### config.mk
export PLATFORM = sky130hd
export DESIGN_NAME = pdmc_top
export DESIGN_NICKNAME = d
export VERILOG_FILES = /design/src/pdmc_pkg.sv /design/src/pdmc_top.sv
export SDC_FILE = /design/constraint.sdc
export NUM_CORES = 1
export LEC_CHECK = 0
export BUFFER_PORTS_ARGS = -buffer_cell sky130_fd_sc_hd__buf_4
export CAP_MARGIN = 20
export CORE_UTILIZATION = 30
export CTS_CLUSTER_SIZE = 20
export DETAILED_ROUTE_END_ITERATION = 10
export GPL_TIMING_DRIVEN = 0
export SLEW_MARGIN = 5
export SYNTH_ARGS = -nofsm -noshare
export SYNTH_HDL_FRONTEND = slang
export SYNTH_SLANG_ARGS = --single-unit
export TNS_END_PERCENT = 10
### constraint.sdc
create_clock -name ref_clk_i -period 2.3 [get_ports ref_clk_i]
set_input_delay 0.46 -clock ref_clk_i [delete_from_list [all_inputs] [get_ports ref_clk_i]]
set_output_delay 0.46 -clock ref_clk_i [all_outputs]
set_load 0.02 [all_outputs]
### src/pdmc_pkg.sv
package pdmc_pkg;

    // Operating states, also reported on the mode output
    typedef enum logic [2:0] {
        PDMC_ACTIVE    = 3'h0,
        PDMC_SUBACTIVE = 3'h1,
        PDMC_SLEEP     = 3'h2,
        PDMC_SUBSLEEP  = 3'h3,
        PDMC_STANDBY   = 3'h4
    } pdmc_mode_t;

    // Number of peripheral modules with their own clock enable
    localparam int unsigned NUM_MODULES = 8;

    // System clock divider selection codes and their masks
    localparam logic [2:0] SYS_DIV1_SEL  = 3'h0;
    localparam logic [2:0] SYS_DIV8_SEL  = 3'h1;
    localparam logic [2:0] SYS_DIV16_SEL = 3'h2;
    localparam logic [2:0] SYS_DIV32_SEL = 3'h3;
    localparam logic [2:0] SYS_DIV64_SEL = 3'h4;
    localparam logic [5:0] SYS_DIV1_MASK  = 6'h00;
    localparam logic [5:0] SYS_DIV8_MASK  = 6'h07;
    localparam logic [5:0] SYS_DIV16_MASK = 6'h0F;
    localparam logic [5:0] SYS_DIV32_MASK = 6'h1F;
    localparam logic [5:0] SYS_DIV64_MASK = 6'h3F;

    // Subclock divider selection codes and their masks on the edge counter
    localparam logic [1:0] SUB_DIV2_SEL  = 2'h0;
    localparam logic [1:0] SUB_DIV4_SEL  = 2'h1;
    localparam logic [1:0] SUB_DIV8_SEL  = 2'h2;
    localparam logic [2:0] SUB_DIV2_MASK = 3'h1;
    localparam logic [2:0] SUB_DIV4_MASK = 3'h3;
    localparam logic [2:0] SUB_DIV8_MASK = 3'h7;

    // Reset values
    localparam logic [5:0] SYS_CNT_RST = 6'h00;
    localparam logic [2:0] SUB_CNT_RST = 3'h0;

endpackage

### src/pdmc_top.sv
`timescale 1ns/1ps
// Behaviour
// - Five operating modes plus per-module standby are available after reset.
// - Active: CPU and peripherals tick on oscillator clock divided 1, 8, 16, 32 or 64.
// - Subactive: CPU and peripherals tick on subclock divided by 2, 4 or 8.
// - Sleep: CPU clock stops, peripherals keep the system clock.
// - Subsleep: CPU clock stops, peripherals keep the subclock.
// - Standby: CPU and all peripherals lose every clock.
// - Module standby stops only selected peripherals, independent of the mode.
module pdmc_top (
    input  wire logic                            ref_clk_i,
    input  wire logic                            rstn_i,
    input  wire logic                            sub_osc_i,
    input  wire logic                            wakeup_i,
    input  wire logic                            wakeup_en_i,
    input  wire logic                            mode_req_i,
    input  wire pdmc_pkg::pdmc_mode_t            mode_sel_i,
    input  wire logic [2:0]                      sys_div_sel_i,
    input  wire logic [1:0]                      sub_div_sel_i,
    input  wire logic [pdmc_pkg::NUM_MODULES-1:0] module_stby_i,
    output logic                                 cpu_clk_en_o,
    output logic [pdmc_pkg::NUM_MODULES-1:0]     periph_clk_en_o,
    output pdmc_pkg::pdmc_mode_t                 mode_o
);

    logic                 rst_s1_q;
    logic                 rst_sync_n_q;
    logic                 sub_s1_q;
    logic                 sub_s2_q;
    logic                 sub_s3_q;
    logic                 wake_s1_q;
    logic                 wake_s2_q;
    logic [5:0]           sys_cnt_q;
    logic [2:0]           sub_cnt_q;
    pdmc_pkg::pdmc_mode_t state_q;
    pdmc_pkg::pdmc_mode_t state_d;
    logic                 cpu_en_q;
    logic [pdmc_pkg::NUM_MODULES-1:0] per_en_q;

    // Reset released through two flops so every flop leaves reset on the same edge
    always_ff @(posedge ref_clk_i or negedge rstn_i)
    begin
        if (!rstn_i)
        begin
            rst_s1_q     <= 1'h0;
            rst_sync_n_q <= 1'h0;
        end
        else
        begin
            rst_s1_q     <= 1'h1;
            rst_sync_n_q <= rst_s1_q;
        end
    end

    // Pin synchronisers; the third subclock stage only feeds the edge detector
    always_ff @(posedge ref_clk_i or negedge rst_sync_n_q)
    begin
        if (!rst_sync_n_q)
        begin
            sub_s1_q  <= 1'h0;
            sub_s2_q  <= 1'h0;
            sub_s3_q  <= 1'h0;
            wake_s1_q <= 1'h0;
            wake_s2_q <= 1'h0;
        end
        else
        begin
            sub_s1_q  <= sub_osc_i;
            sub_s2_q  <= sub_s1_q;
            sub_s3_q  <= sub_s2_q;
            wake_s1_q <= wakeup_i;
            wake_s2_q <= wake_s1_q;
        end
    end

    // Divider masks; an unlisted code falls back to the slowest rate
    logic [5:0] sys_mask;
    logic [2:0] sub_mask;
    assign sys_mask = (sys_div_sel_i == pdmc_pkg::SYS_DIV1_SEL)  ? pdmc_pkg::SYS_DIV1_MASK  :
                      (sys_div_sel_i == pdmc_pkg::SYS_DIV8_SEL)  ? pdmc_pkg::SYS_DIV8_MASK  :
                      (sys_div_sel_i == pdmc_pkg::SYS_DIV16_SEL) ? pdmc_pkg::SYS_DIV16_MASK :
                      (sys_div_sel_i == pdmc_pkg::SYS_DIV32_SEL) ? pdmc_pkg::SYS_DIV32_MASK :
                                                                   pdmc_pkg::SYS_DIV64_MASK;
    assign sub_mask = (sub_div_sel_i == pdmc_pkg::SUB_DIV2_SEL) ? pdmc_pkg::SUB_DIV2_MASK :
                      (sub_div_sel_i == pdmc_pkg::SUB_DIV4_SEL) ? pdmc_pkg::SUB_DIV4_MASK :
                                                                  pdmc_pkg::SUB_DIV8_MASK;

    // Tick enables standing in for the divided clocks; no gated clock is built
    logic sub_edge;
    logic sys_tick;
    logic sub_tick;
    assign sub_edge = sub_s2_q & ~sub_s3_q;
    assign sys_tick = ((sys_cnt_q & sys_mask) == sys_mask);
    assign sub_tick = sub_edge & ((sub_cnt_q & sub_mask) == sub_mask);

    // System divider runs free; a select change may stretch one period only
    always_ff @(posedge ref_clk_i or negedge rst_sync_n_q)
    begin
        if (!rst_sync_n_q)
        begin
            sys_cnt_q <= pdmc_pkg::SYS_CNT_RST;
        end
        else
        begin
            sys_cnt_q <= sys_cnt_q + 6'h01;
        end
    end

    // Subclock edges are counted, so one slow edge never yields two ticks
    always_ff @(posedge ref_clk_i or negedge rst_sync_n_q)
    begin
        if (!rst_sync_n_q)
        begin
            sub_cnt_q <= pdmc_pkg::SUB_CNT_RST;
        end
        else if (sub_edge)
        begin
            sub_cnt_q <= sub_cnt_q + 3'h1;
        end
    end

    // Mode decode
    logic on_sub;
    logic cpu_runs;
    logic per_runs;
    logic wake;
    assign on_sub   = (state_q == pdmc_pkg::PDMC_SUBACTIVE) ||
                      (state_q == pdmc_pkg::PDMC_SUBSLEEP);
    assign cpu_runs = (state_q == pdmc_pkg::PDMC_ACTIVE) ||
                      (state_q == pdmc_pkg::PDMC_SUBACTIVE);
    assign per_runs = (state_q != pdmc_pkg::PDMC_STANDBY);
    assign wake     = wake_s2_q & wakeup_en_i;

    // Mode sequencer; requests are only heard while the CPU runs
    always_comb
    begin
        state_d = state_q;
        case (state_q)
            pdmc_pkg::PDMC_ACTIVE,
            pdmc_pkg::PDMC_SUBACTIVE:
            begin
                if (mode_req_i)
                begin
                    state_d = mode_sel_i;
                end
            end
            pdmc_pkg::PDMC_SLEEP,
            pdmc_pkg::PDMC_STANDBY:
            begin
                if (wake)
                begin
                    state_d = pdmc_pkg::PDMC_ACTIVE;
                end
            end
            pdmc_pkg::PDMC_SUBSLEEP:
            begin
                if (wake)
                begin
                    state_d = pdmc_pkg::PDMC_SUBACTIVE;
                end
            end
            default:
            begin
                state_d = pdmc_pkg::PDMC_ACTIVE;
            end
        endcase
    end

    // Undefined requested codes are refused so the state stays legal
    pdmc_pkg::pdmc_mode_t state_chk;
    assign state_chk = (state_d > pdmc_pkg::PDMC_STANDBY) ? state_q : state_d;

    // Clock enable selection per consumer
    logic                             base_tick;
    logic [pdmc_pkg::NUM_MODULES-1:0] per_en_d;
    assign base_tick = on_sub ? sub_tick : sys_tick;
    assign per_en_d  = {pdmc_pkg::NUM_MODULES{per_runs & base_tick}}
                       & ~module_stby_i;

    // Mode register; an illegal request never reaches it
    always_ff @(posedge ref_clk_i or negedge rst_sync_n_q)
    begin
        if (!rst_sync_n_q)
        begin
            state_q <= pdmc_pkg::PDMC_ACTIVE;
        end
        else
        begin
            state_q <= state_chk;
        end
    end

    // CPU enable; registered so the pulse leaves the block glitch free
    always_ff @(posedge ref_clk_i or negedge rst_sync_n_q)
    begin
        if (!rst_sync_n_q)
        begin
            cpu_en_q <= 1'h0;
        end
        else
        begin
            cpu_en_q <= cpu_runs & base_tick;
        end
    end

    // Peripheral enables; a standby change takes effect one edge later
    always_ff @(posedge ref_clk_i or negedge rst_sync_n_q)
    begin
        if (!rst_sync_n_q)
        begin
            per_en_q <= '0;
        end
        else
        begin
            per_en_q <= per_en_d;
        end
    end

    assign cpu_clk_en_o    = cpu_en_q;
    assign periph_clk_en_o = per_en_q;
    assign mode_o          = state_q;

endmodule

# Word level (Yosys, flattened, before mapping)
# Cells that the tools add are included.
# totals
wordCells	54
input_bits	22
regBits	28
output_inout_bits	12
# classes
n_mux	11
n_reduce_logical	7
eq_ne	11
add_sub_neg	2
magnitude_cmp	1
bitwise	10
# op_table
op	count
$mux 6	4
$mux 3	5
$eq 3x2->1 const B	4
$pmux 3 s3	1
$and 8x8->8	1
$not 8->8	1
$add 6x1->6 const B	1
$and 6x6->6	1
$eq 3x1->1 const B	2
$eq 6x6->1	1
$logic_not 3->1	2
$and 1x1->1	5
$reduce_or 2->1	2
$add 3x1->3 const B	1
$and 3x3->3	1
$eq 3x3->1	1
$eq 3x3->1 const B	1
$gt 3x3->1 const B	1
$ne 3x3->1 const B	1
$eq 2x1->1 const B	1
$logic_not 2->1	1
$logic_or 1x1->1	2
$mux 1	1
$not 1->1	1

# Logic depth before layout (Yosys ltp)
# depth
ltp_word	10
mapped_depth	4
ltp_nobuf	4

# Worst setup path after synthesis
# Ideal clock, no wire load.
# synth_timing
path_kind	input to register
startpoint	in sys_div_sel_i[1]
endpoint	reg per_en_q, in the netlist periph_clk_en_o[0]
setup_ns	0.086
path_slack_ns	0.879
path_stages	4
t_arrival_ns	1.335
n_path_buf	0
required_ns	2.214
cell_sequence	or2_1 > a222oi_1 > a2bb2oi_2 > nor3_1
# synth_via
elab_chain_cells	10
word_cells_on_any_way	13
cone_classes	4 x eq/ne; 5 x mux; 3 x bitwise; 1 x reduce/logical
# synth_rtl
element	line	source
start, declared	pdmc_top.sv:18	input wire logic [2:0] sys_div_sel_i,
$eq 3x2->1	pdmc_top.sv:82	(sys_div_sel_i == pdmc_pkg::SYS_DIV32_SEL) ? pdmc_pkg::SYS_DIV32_MASK :
$mux 6	pdmc_top.sv:82	
$mux 6	pdmc_top.sv:81	(sys_div_sel_i == pdmc_pkg::SYS_DIV16_SEL) ? pdmc_pkg::SYS_DIV16_MASK :
$mux 6	pdmc_top.sv:80	(sys_div_sel_i == pdmc_pkg::SYS_DIV8_SEL) ? pdmc_pkg::SYS_DIV8_MASK :
$mux 6 *	pdmc_top.sv:79	assign sys_mask = (sys_div_sel_i == pdmc_pkg::SYS_DIV1_SEL) ? pdmc_pkg::SYS_DIV1_MASK :
$and 6x6->6	pdmc_top.sv:93	assign sys_tick = ((sys_cnt_q & sys_mask) == sys_mask);
$eq 6x6->1 *	pdmc_top.sv:93	
$mux 1 *	pdmc_top.sv:176	assign base_tick = on_sub ? sub_tick : sys_tick;
$and 1x1->1 *	pdmc_top.sv:177	assign per_en_d = {pdmc_pkg::NUM_MODULES{per_runs & base_tick}}
$and 8x8->8 *	pdmc_top.sv:178	& ~module_stby_i;
net per_en_d, one bit	pdmc_top.sv:175	logic [pdmc_pkg::NUM_MODULES-1:0] per_en_d;
end signal, assigned	pdmc_top.sv:215	per_en_q <= per_en_d;
end, declared	pdmc_top.sv:38	logic [pdmc_pkg::NUM_MODULES-1:0] per_en_q;
# The timed path passes the listed nets; every way through them passes the cells marked *.
# A chain may end at the register's enable or synchronous reset.

# Worst setup path after layout
# layout_timing
startpoint	reg state_q[2] (netlist: mode_o[2])
endpoint	reg per_en_q, in the netlist periph_clk_en_o[0]
# layout_via
elab_chain_cells	5
word_cells_on_any_way	7
cone_classes	3 x eq/ne; 1 x mux; 2 x bitwise; 1 x reduce/logical
# layout_rtl
element	line	source
start, declared	pdmc_top.sv:35	pdmc_pkg::pdmc_mode_t state_q;
start signal, assigned	pdmc_top.sv:185	state_q <= pdmc_pkg::PDMC_ACTIVE;
start signal, assigned	pdmc_top.sv:189	state_q <= state_chk;
$eq 3x1->1 or $eq 3x2->1 (tied branches)	pdmc_top.sv:127, pdmc_top.sv:128	
$logic_or 1x1->1	pdmc_top.sv:127	assign on_sub = (state_q == pdmc_pkg::PDMC_SUBACTIVE) ||
$mux 1	pdmc_top.sv:176	
$and 1x1->1 *	pdmc_top.sv:177	
$and 8x8->8 *	pdmc_top.sv:178	
net per_en_d, one bit	pdmc_top.sv:175	
# Marks and branches as above.

==> implementation parameters <==
Parameter                              Value

Status
  Run status    finished, final reports clean

Floorplan
  Overall die width    60.5 um
  Core outline area    3150 sq um
  Height of the die    60.5 um
  Std-Cell Rows    20
  Die Outline Area    3660 sq um
  Initial Util    32.6%
  I/O Pins    34

Worst setup path
  Worst R2R Setup Slack    0.80 ns
  Cell with the most instances on the worst path    sky130_fd_sc_hd__nor3_1
  Cell family with most CP delay    simple AND/OR/NAND/NOR gates
  Startpoint type of the worst setup path    register
  Critical path endpoint category    register
  Crit path max-delay cell type    sky130_fd_sc_hd__nor3_1
  Reg2reg path depth    3
  Worst path depth    3
  R2r endpoint    periph_clk_en_o[0]
  Crit path required time    2.48 ns
  Max stage delay on crit path    0.70 ns
  Launching element of the worst setup path    mode_o[2]
  Critical path data arrival time    1.68 ns
  Startpoint of the most critical register-to-register path    mode_o[2]
  Critical setup path kind    reg -> reg
  Combined buffer and inverter count along the critical path    1
  Worst-path cell chain    inv_2 > nor3_1 > nor3_1
  Largest fanout on the critical path    8

Timing
  PnR worst setup slack    0.801 ns
  RSZ-0062 raised after global routing    no
  Period Utilization, post-route    65.2%
  Final number of max-transition violations    0
  Finish-stage setup viols    0
  Setup TNS    0 ns
  Final worst clock skew    0.00383 ns
  Highest Clock Rate    667 MHz
  Tightest Pin Transition    0.911 ns
  Final Hold Violating Endpoints    0
  Min cycle time layout    1.50 ns
  Worst slew margin    38.8%

Synth
  Number of enable flip-flop cells after synthesis    0
  Mux cell area share after synthesis    1.10%
  Async set or reset register ratio after synthesis    100%
  Yosys top cell area share    68.2%
  Mapped Avg Cell Area    12.7 sq um
  Post-synth top flop    sky130_fd_sc_hd__dfrtp_1
  Post-synthesis xor/xnor area fraction    5.12%
  Number of instances in the synthesized netlist    81
  Total nets after synthesis    105
  Arithmetic-cell share of the synthesized area counting full adders, half adders and majority gates    2.44%
  Synth Warn #    0
  Post-Syn Area    1030 sq um
  Top cells by count, synth    28 x sky130_fd_sc_hd__dfrtp_1, 10 x sky130_fd_sc_hd__nor3_1, 5 x sky130_fd_sc_hd__nand2_1, 5 x sky130_fd_sc_hd__nor2_1
  Most frequently used cell type in the post-synthesis netlist    sky130_fd_sc_hd__dfrtp_1
  Flops & latches, synth    28
  Post-synth cell types    23
  Sequential cell area fraction in the yosys report    68.2%
  Synthesized-area fraction occupied by ao, oa, aoi and oai cells    6.09%
  Largest cells by area after synthesis    sky130_fd_sc_hd__dfrtp_1 68%, sky130_fd_sc_hd__nor3_1 4.9%, sky130_fd_sc_hd__xnor2_1 2.6%
  Main combinational cell family by area after synthesis    simple AND/OR/NAND/NOR gates
  Library cell with the largest summed area after synthesis    sky130_fd_sc_hd__dfrtp_1
  Post-synthesis share of cell area spent on and, or, nand and nor gates    15.2%

Routing
  Count of antenna-violating nets left after detailed routing    0
  Total wirelength of the detailed-routed design    1890 um
  Number of design-rule violations left by the first detailed-router iteration    17
  Detailed-routing iteration count for the pre-antenna-repair pass    4
  Total number of vias    730
  Post-DR vias/cell    4.45
  Routed wire length per instance    11.5 um
  Remaining routing DRC violations    0

Clock network
  Insertion delay to the later sink of the worst-skew pair    0.31 ns
  CTS clock-pin slew for the worst setup and hold paths    0.14 ns
  Buffer cell driving the clock tree root    sky130_fd_sc_hd__clkbuf_4
  Number of buffers created by CTS    3
  Number of sinks on the clock net    28
  CTS hold repair buffers    1
  Clock tree from TritonCTS    built
  Number of buffers between clock root and the deepest sink    2
  Setup Fix Bufs, Post-CTS    0
  Quantity of gates resized following cts    0
  Deepest level of the CTS H-tree    1

Pwr
  PnR Total Power    1.06 mW
  Total leakage power    0.677 nW
  Peak ir drop on the vdd network    0.410 mV
  Power density over cell area    760 nW/um^2

Finish
  Area of the multi-input gates    312 sq um
  Storage cell area    701 sq um
  Antenna cells    0
  Final net count    145
  Share of post-route cells with drive strength above 1    34.2%
  Layout overhead on the synthesized area    35.4%
  Total of fill cells in the finished design    317
  Utilization after layout    44.1%

Placed design
  Routability cong.    0.737
  Detail Placement HPWL    1400 um
  Buffers added on ports    33
  Post-place setup slack    0.632 ns

Global routing
  Vias in the first global route    722
  Total gr overflow    0
  Wire length of the first global-routing pass    3190 um
  Largest net degree at the start of global routing    27
  GRT Overall Usage    12.0%
  Initial antenna violation count    0

Job
  Number of maximum-capacitance constraint violations    0

Hold path
  Type of the most critical hold path    reg -> async
-- per-stage QoR --
stage / cell area (sq um) / hold WS [ns] / instances
detailed placement: 1330 / 0.246 / 158
finish: 1390 / 0.194 / 164
CTS: 1380 / 0.224 / 163
floorplan: 1030 / 0.164 / 81
global route: 1390 / 0.198 / 164
global placement: 1330 / 0.242 / 158
-- cell usage in the layout (no fill, tap or decap) --
cell / n
sky130_fd_sc_hd__mux2_2: 1
sky130_fd_sc_hd__clkbuf_8: 1
sky130_fd_sc_hd__dlygate4sd3_1: 1
sky130_fd_sc_hd__nand2_1: 5
sky130_fd_sc_hd__o21ai_0: 2
sky130_fd_sc_hd__o221ai_1: 1
sky130_fd_sc_hd__xor2_1: 3
sky130_fd_sc_hd__nor3_1: 10
sky130_fd_sc_hd__nor3b_1: 1
sky130_fd_sc_hd__inv_2: 1
sky130_fd_sc_hd__xnor2_1: 3
sky130_fd_sc_hd__dfrtp_1: 28
sky130_fd_sc_hd__nand4_1: 2
sky130_fd_sc_hd__conb_1: 1
sky130_fd_sc_hd__a32oi_1: 1
sky130_fd_sc_hd__a222oi_1: 1
sky130_fd_sc_hd__inv_1: 3
sky130_fd_sc_hd__nand3_1: 3
sky130_fd_sc_hd__buf_4: 33
sky130_fd_sc_hd__buf_8: 1
sky130_fd_sc_hd__nand3b_1: 2
sky130_fd_sc_hd__nor2b_1: 2
sky130_fd_sc_hd__nor2_1: 5
sky130_fd_sc_hd__a21oi_1: 2
sky130_fd_sc_hd__ha_1: 2
sky130_fd_sc_hd__a2bb2oi_2: 1
sky130_fd_sc_hd__clkbuf_4: 3
sky130_fd_sc_hd__or2_1: 1
-- layout make-up --
cell class | instances | area share, %
Clock buffer | 4 | 2.61
Tap cell | 44 | 3.96
Inverter | 4 | 1.08
Multi-Input combinational cell | 49 | 22.4
Timing Repair Buffer | 35 | 19.6
Sequential cell | 28 | 50.4
-- worst max path at each step --
stage | end | slack [ns]
after floorplan | periph_clk_en_o[0] | 0.88
final | periph_clk_en_o[0] | 0.80
after global placement | periph_clk_en_o[0] | 0.67
after detailed placement | periph_clk_en_o[0] | 0.63
after CTS | periph_clk_en_o[0] | 0.79
after global routing | periph_clk_en_o[4] | 0.67
-- worst register-to-register path, stage by stage (launching register included) --
cell	delay [ns]
sky130_fd_sc_hd__dfrtp_1	0.48
sky130_fd_sc_hd__inv_2	0.08
sky130_fd_sc_hd__nor3_1	0.70
sky130_fd_sc_hd__nor3_1	0.10
-- registers in the layout, summed over array words and instances (netlist names) --
register	count
wake_s1_q	1
sub_s1_q	1
wake_s2_q	1
periph_clk_en_o	8
sys_cnt_q	6
cpu_clk_en_o	1
sub_s3_q	1
mode_o	3
sub_s2_q	1
rst_sync_n_q	1
sub_cnt_q	3
rst_s1_q	1
-- per-layer routing --
layer	GRT usage [%]	vias to the layer above	part of all wire, %
li1	-	357	-
met1	13.8	351	45
met2	21.4	20	48
met3	4.69	2	5.3
met4	1.95	0	0.90
met5	0	-	0
-- power by group --
group	total (mW)	internal, mW	switching [mW]
Sequential	0.605	0.555	0.0507
Clock	0.229	0.0967	0.132
Combinational	0.224	0.119	0.104
-- logic make-up (layout without fill, tap and decap cells) --
kind of cell | count (synthesis) | after routing
AND/OR/NAND/NOR | 31 | 31
flip-flops | 28 | 28
AO/OA/AOI/OAI | 8 | 8
XOR/XNOR | 6 | 6
buffers and inverters | 4 | 43
adder cells (fa/ha/maj) | 2 | 2
other | 1 | 1
multiplexers | 1 | 1
(Power assumes the default switching activity.)
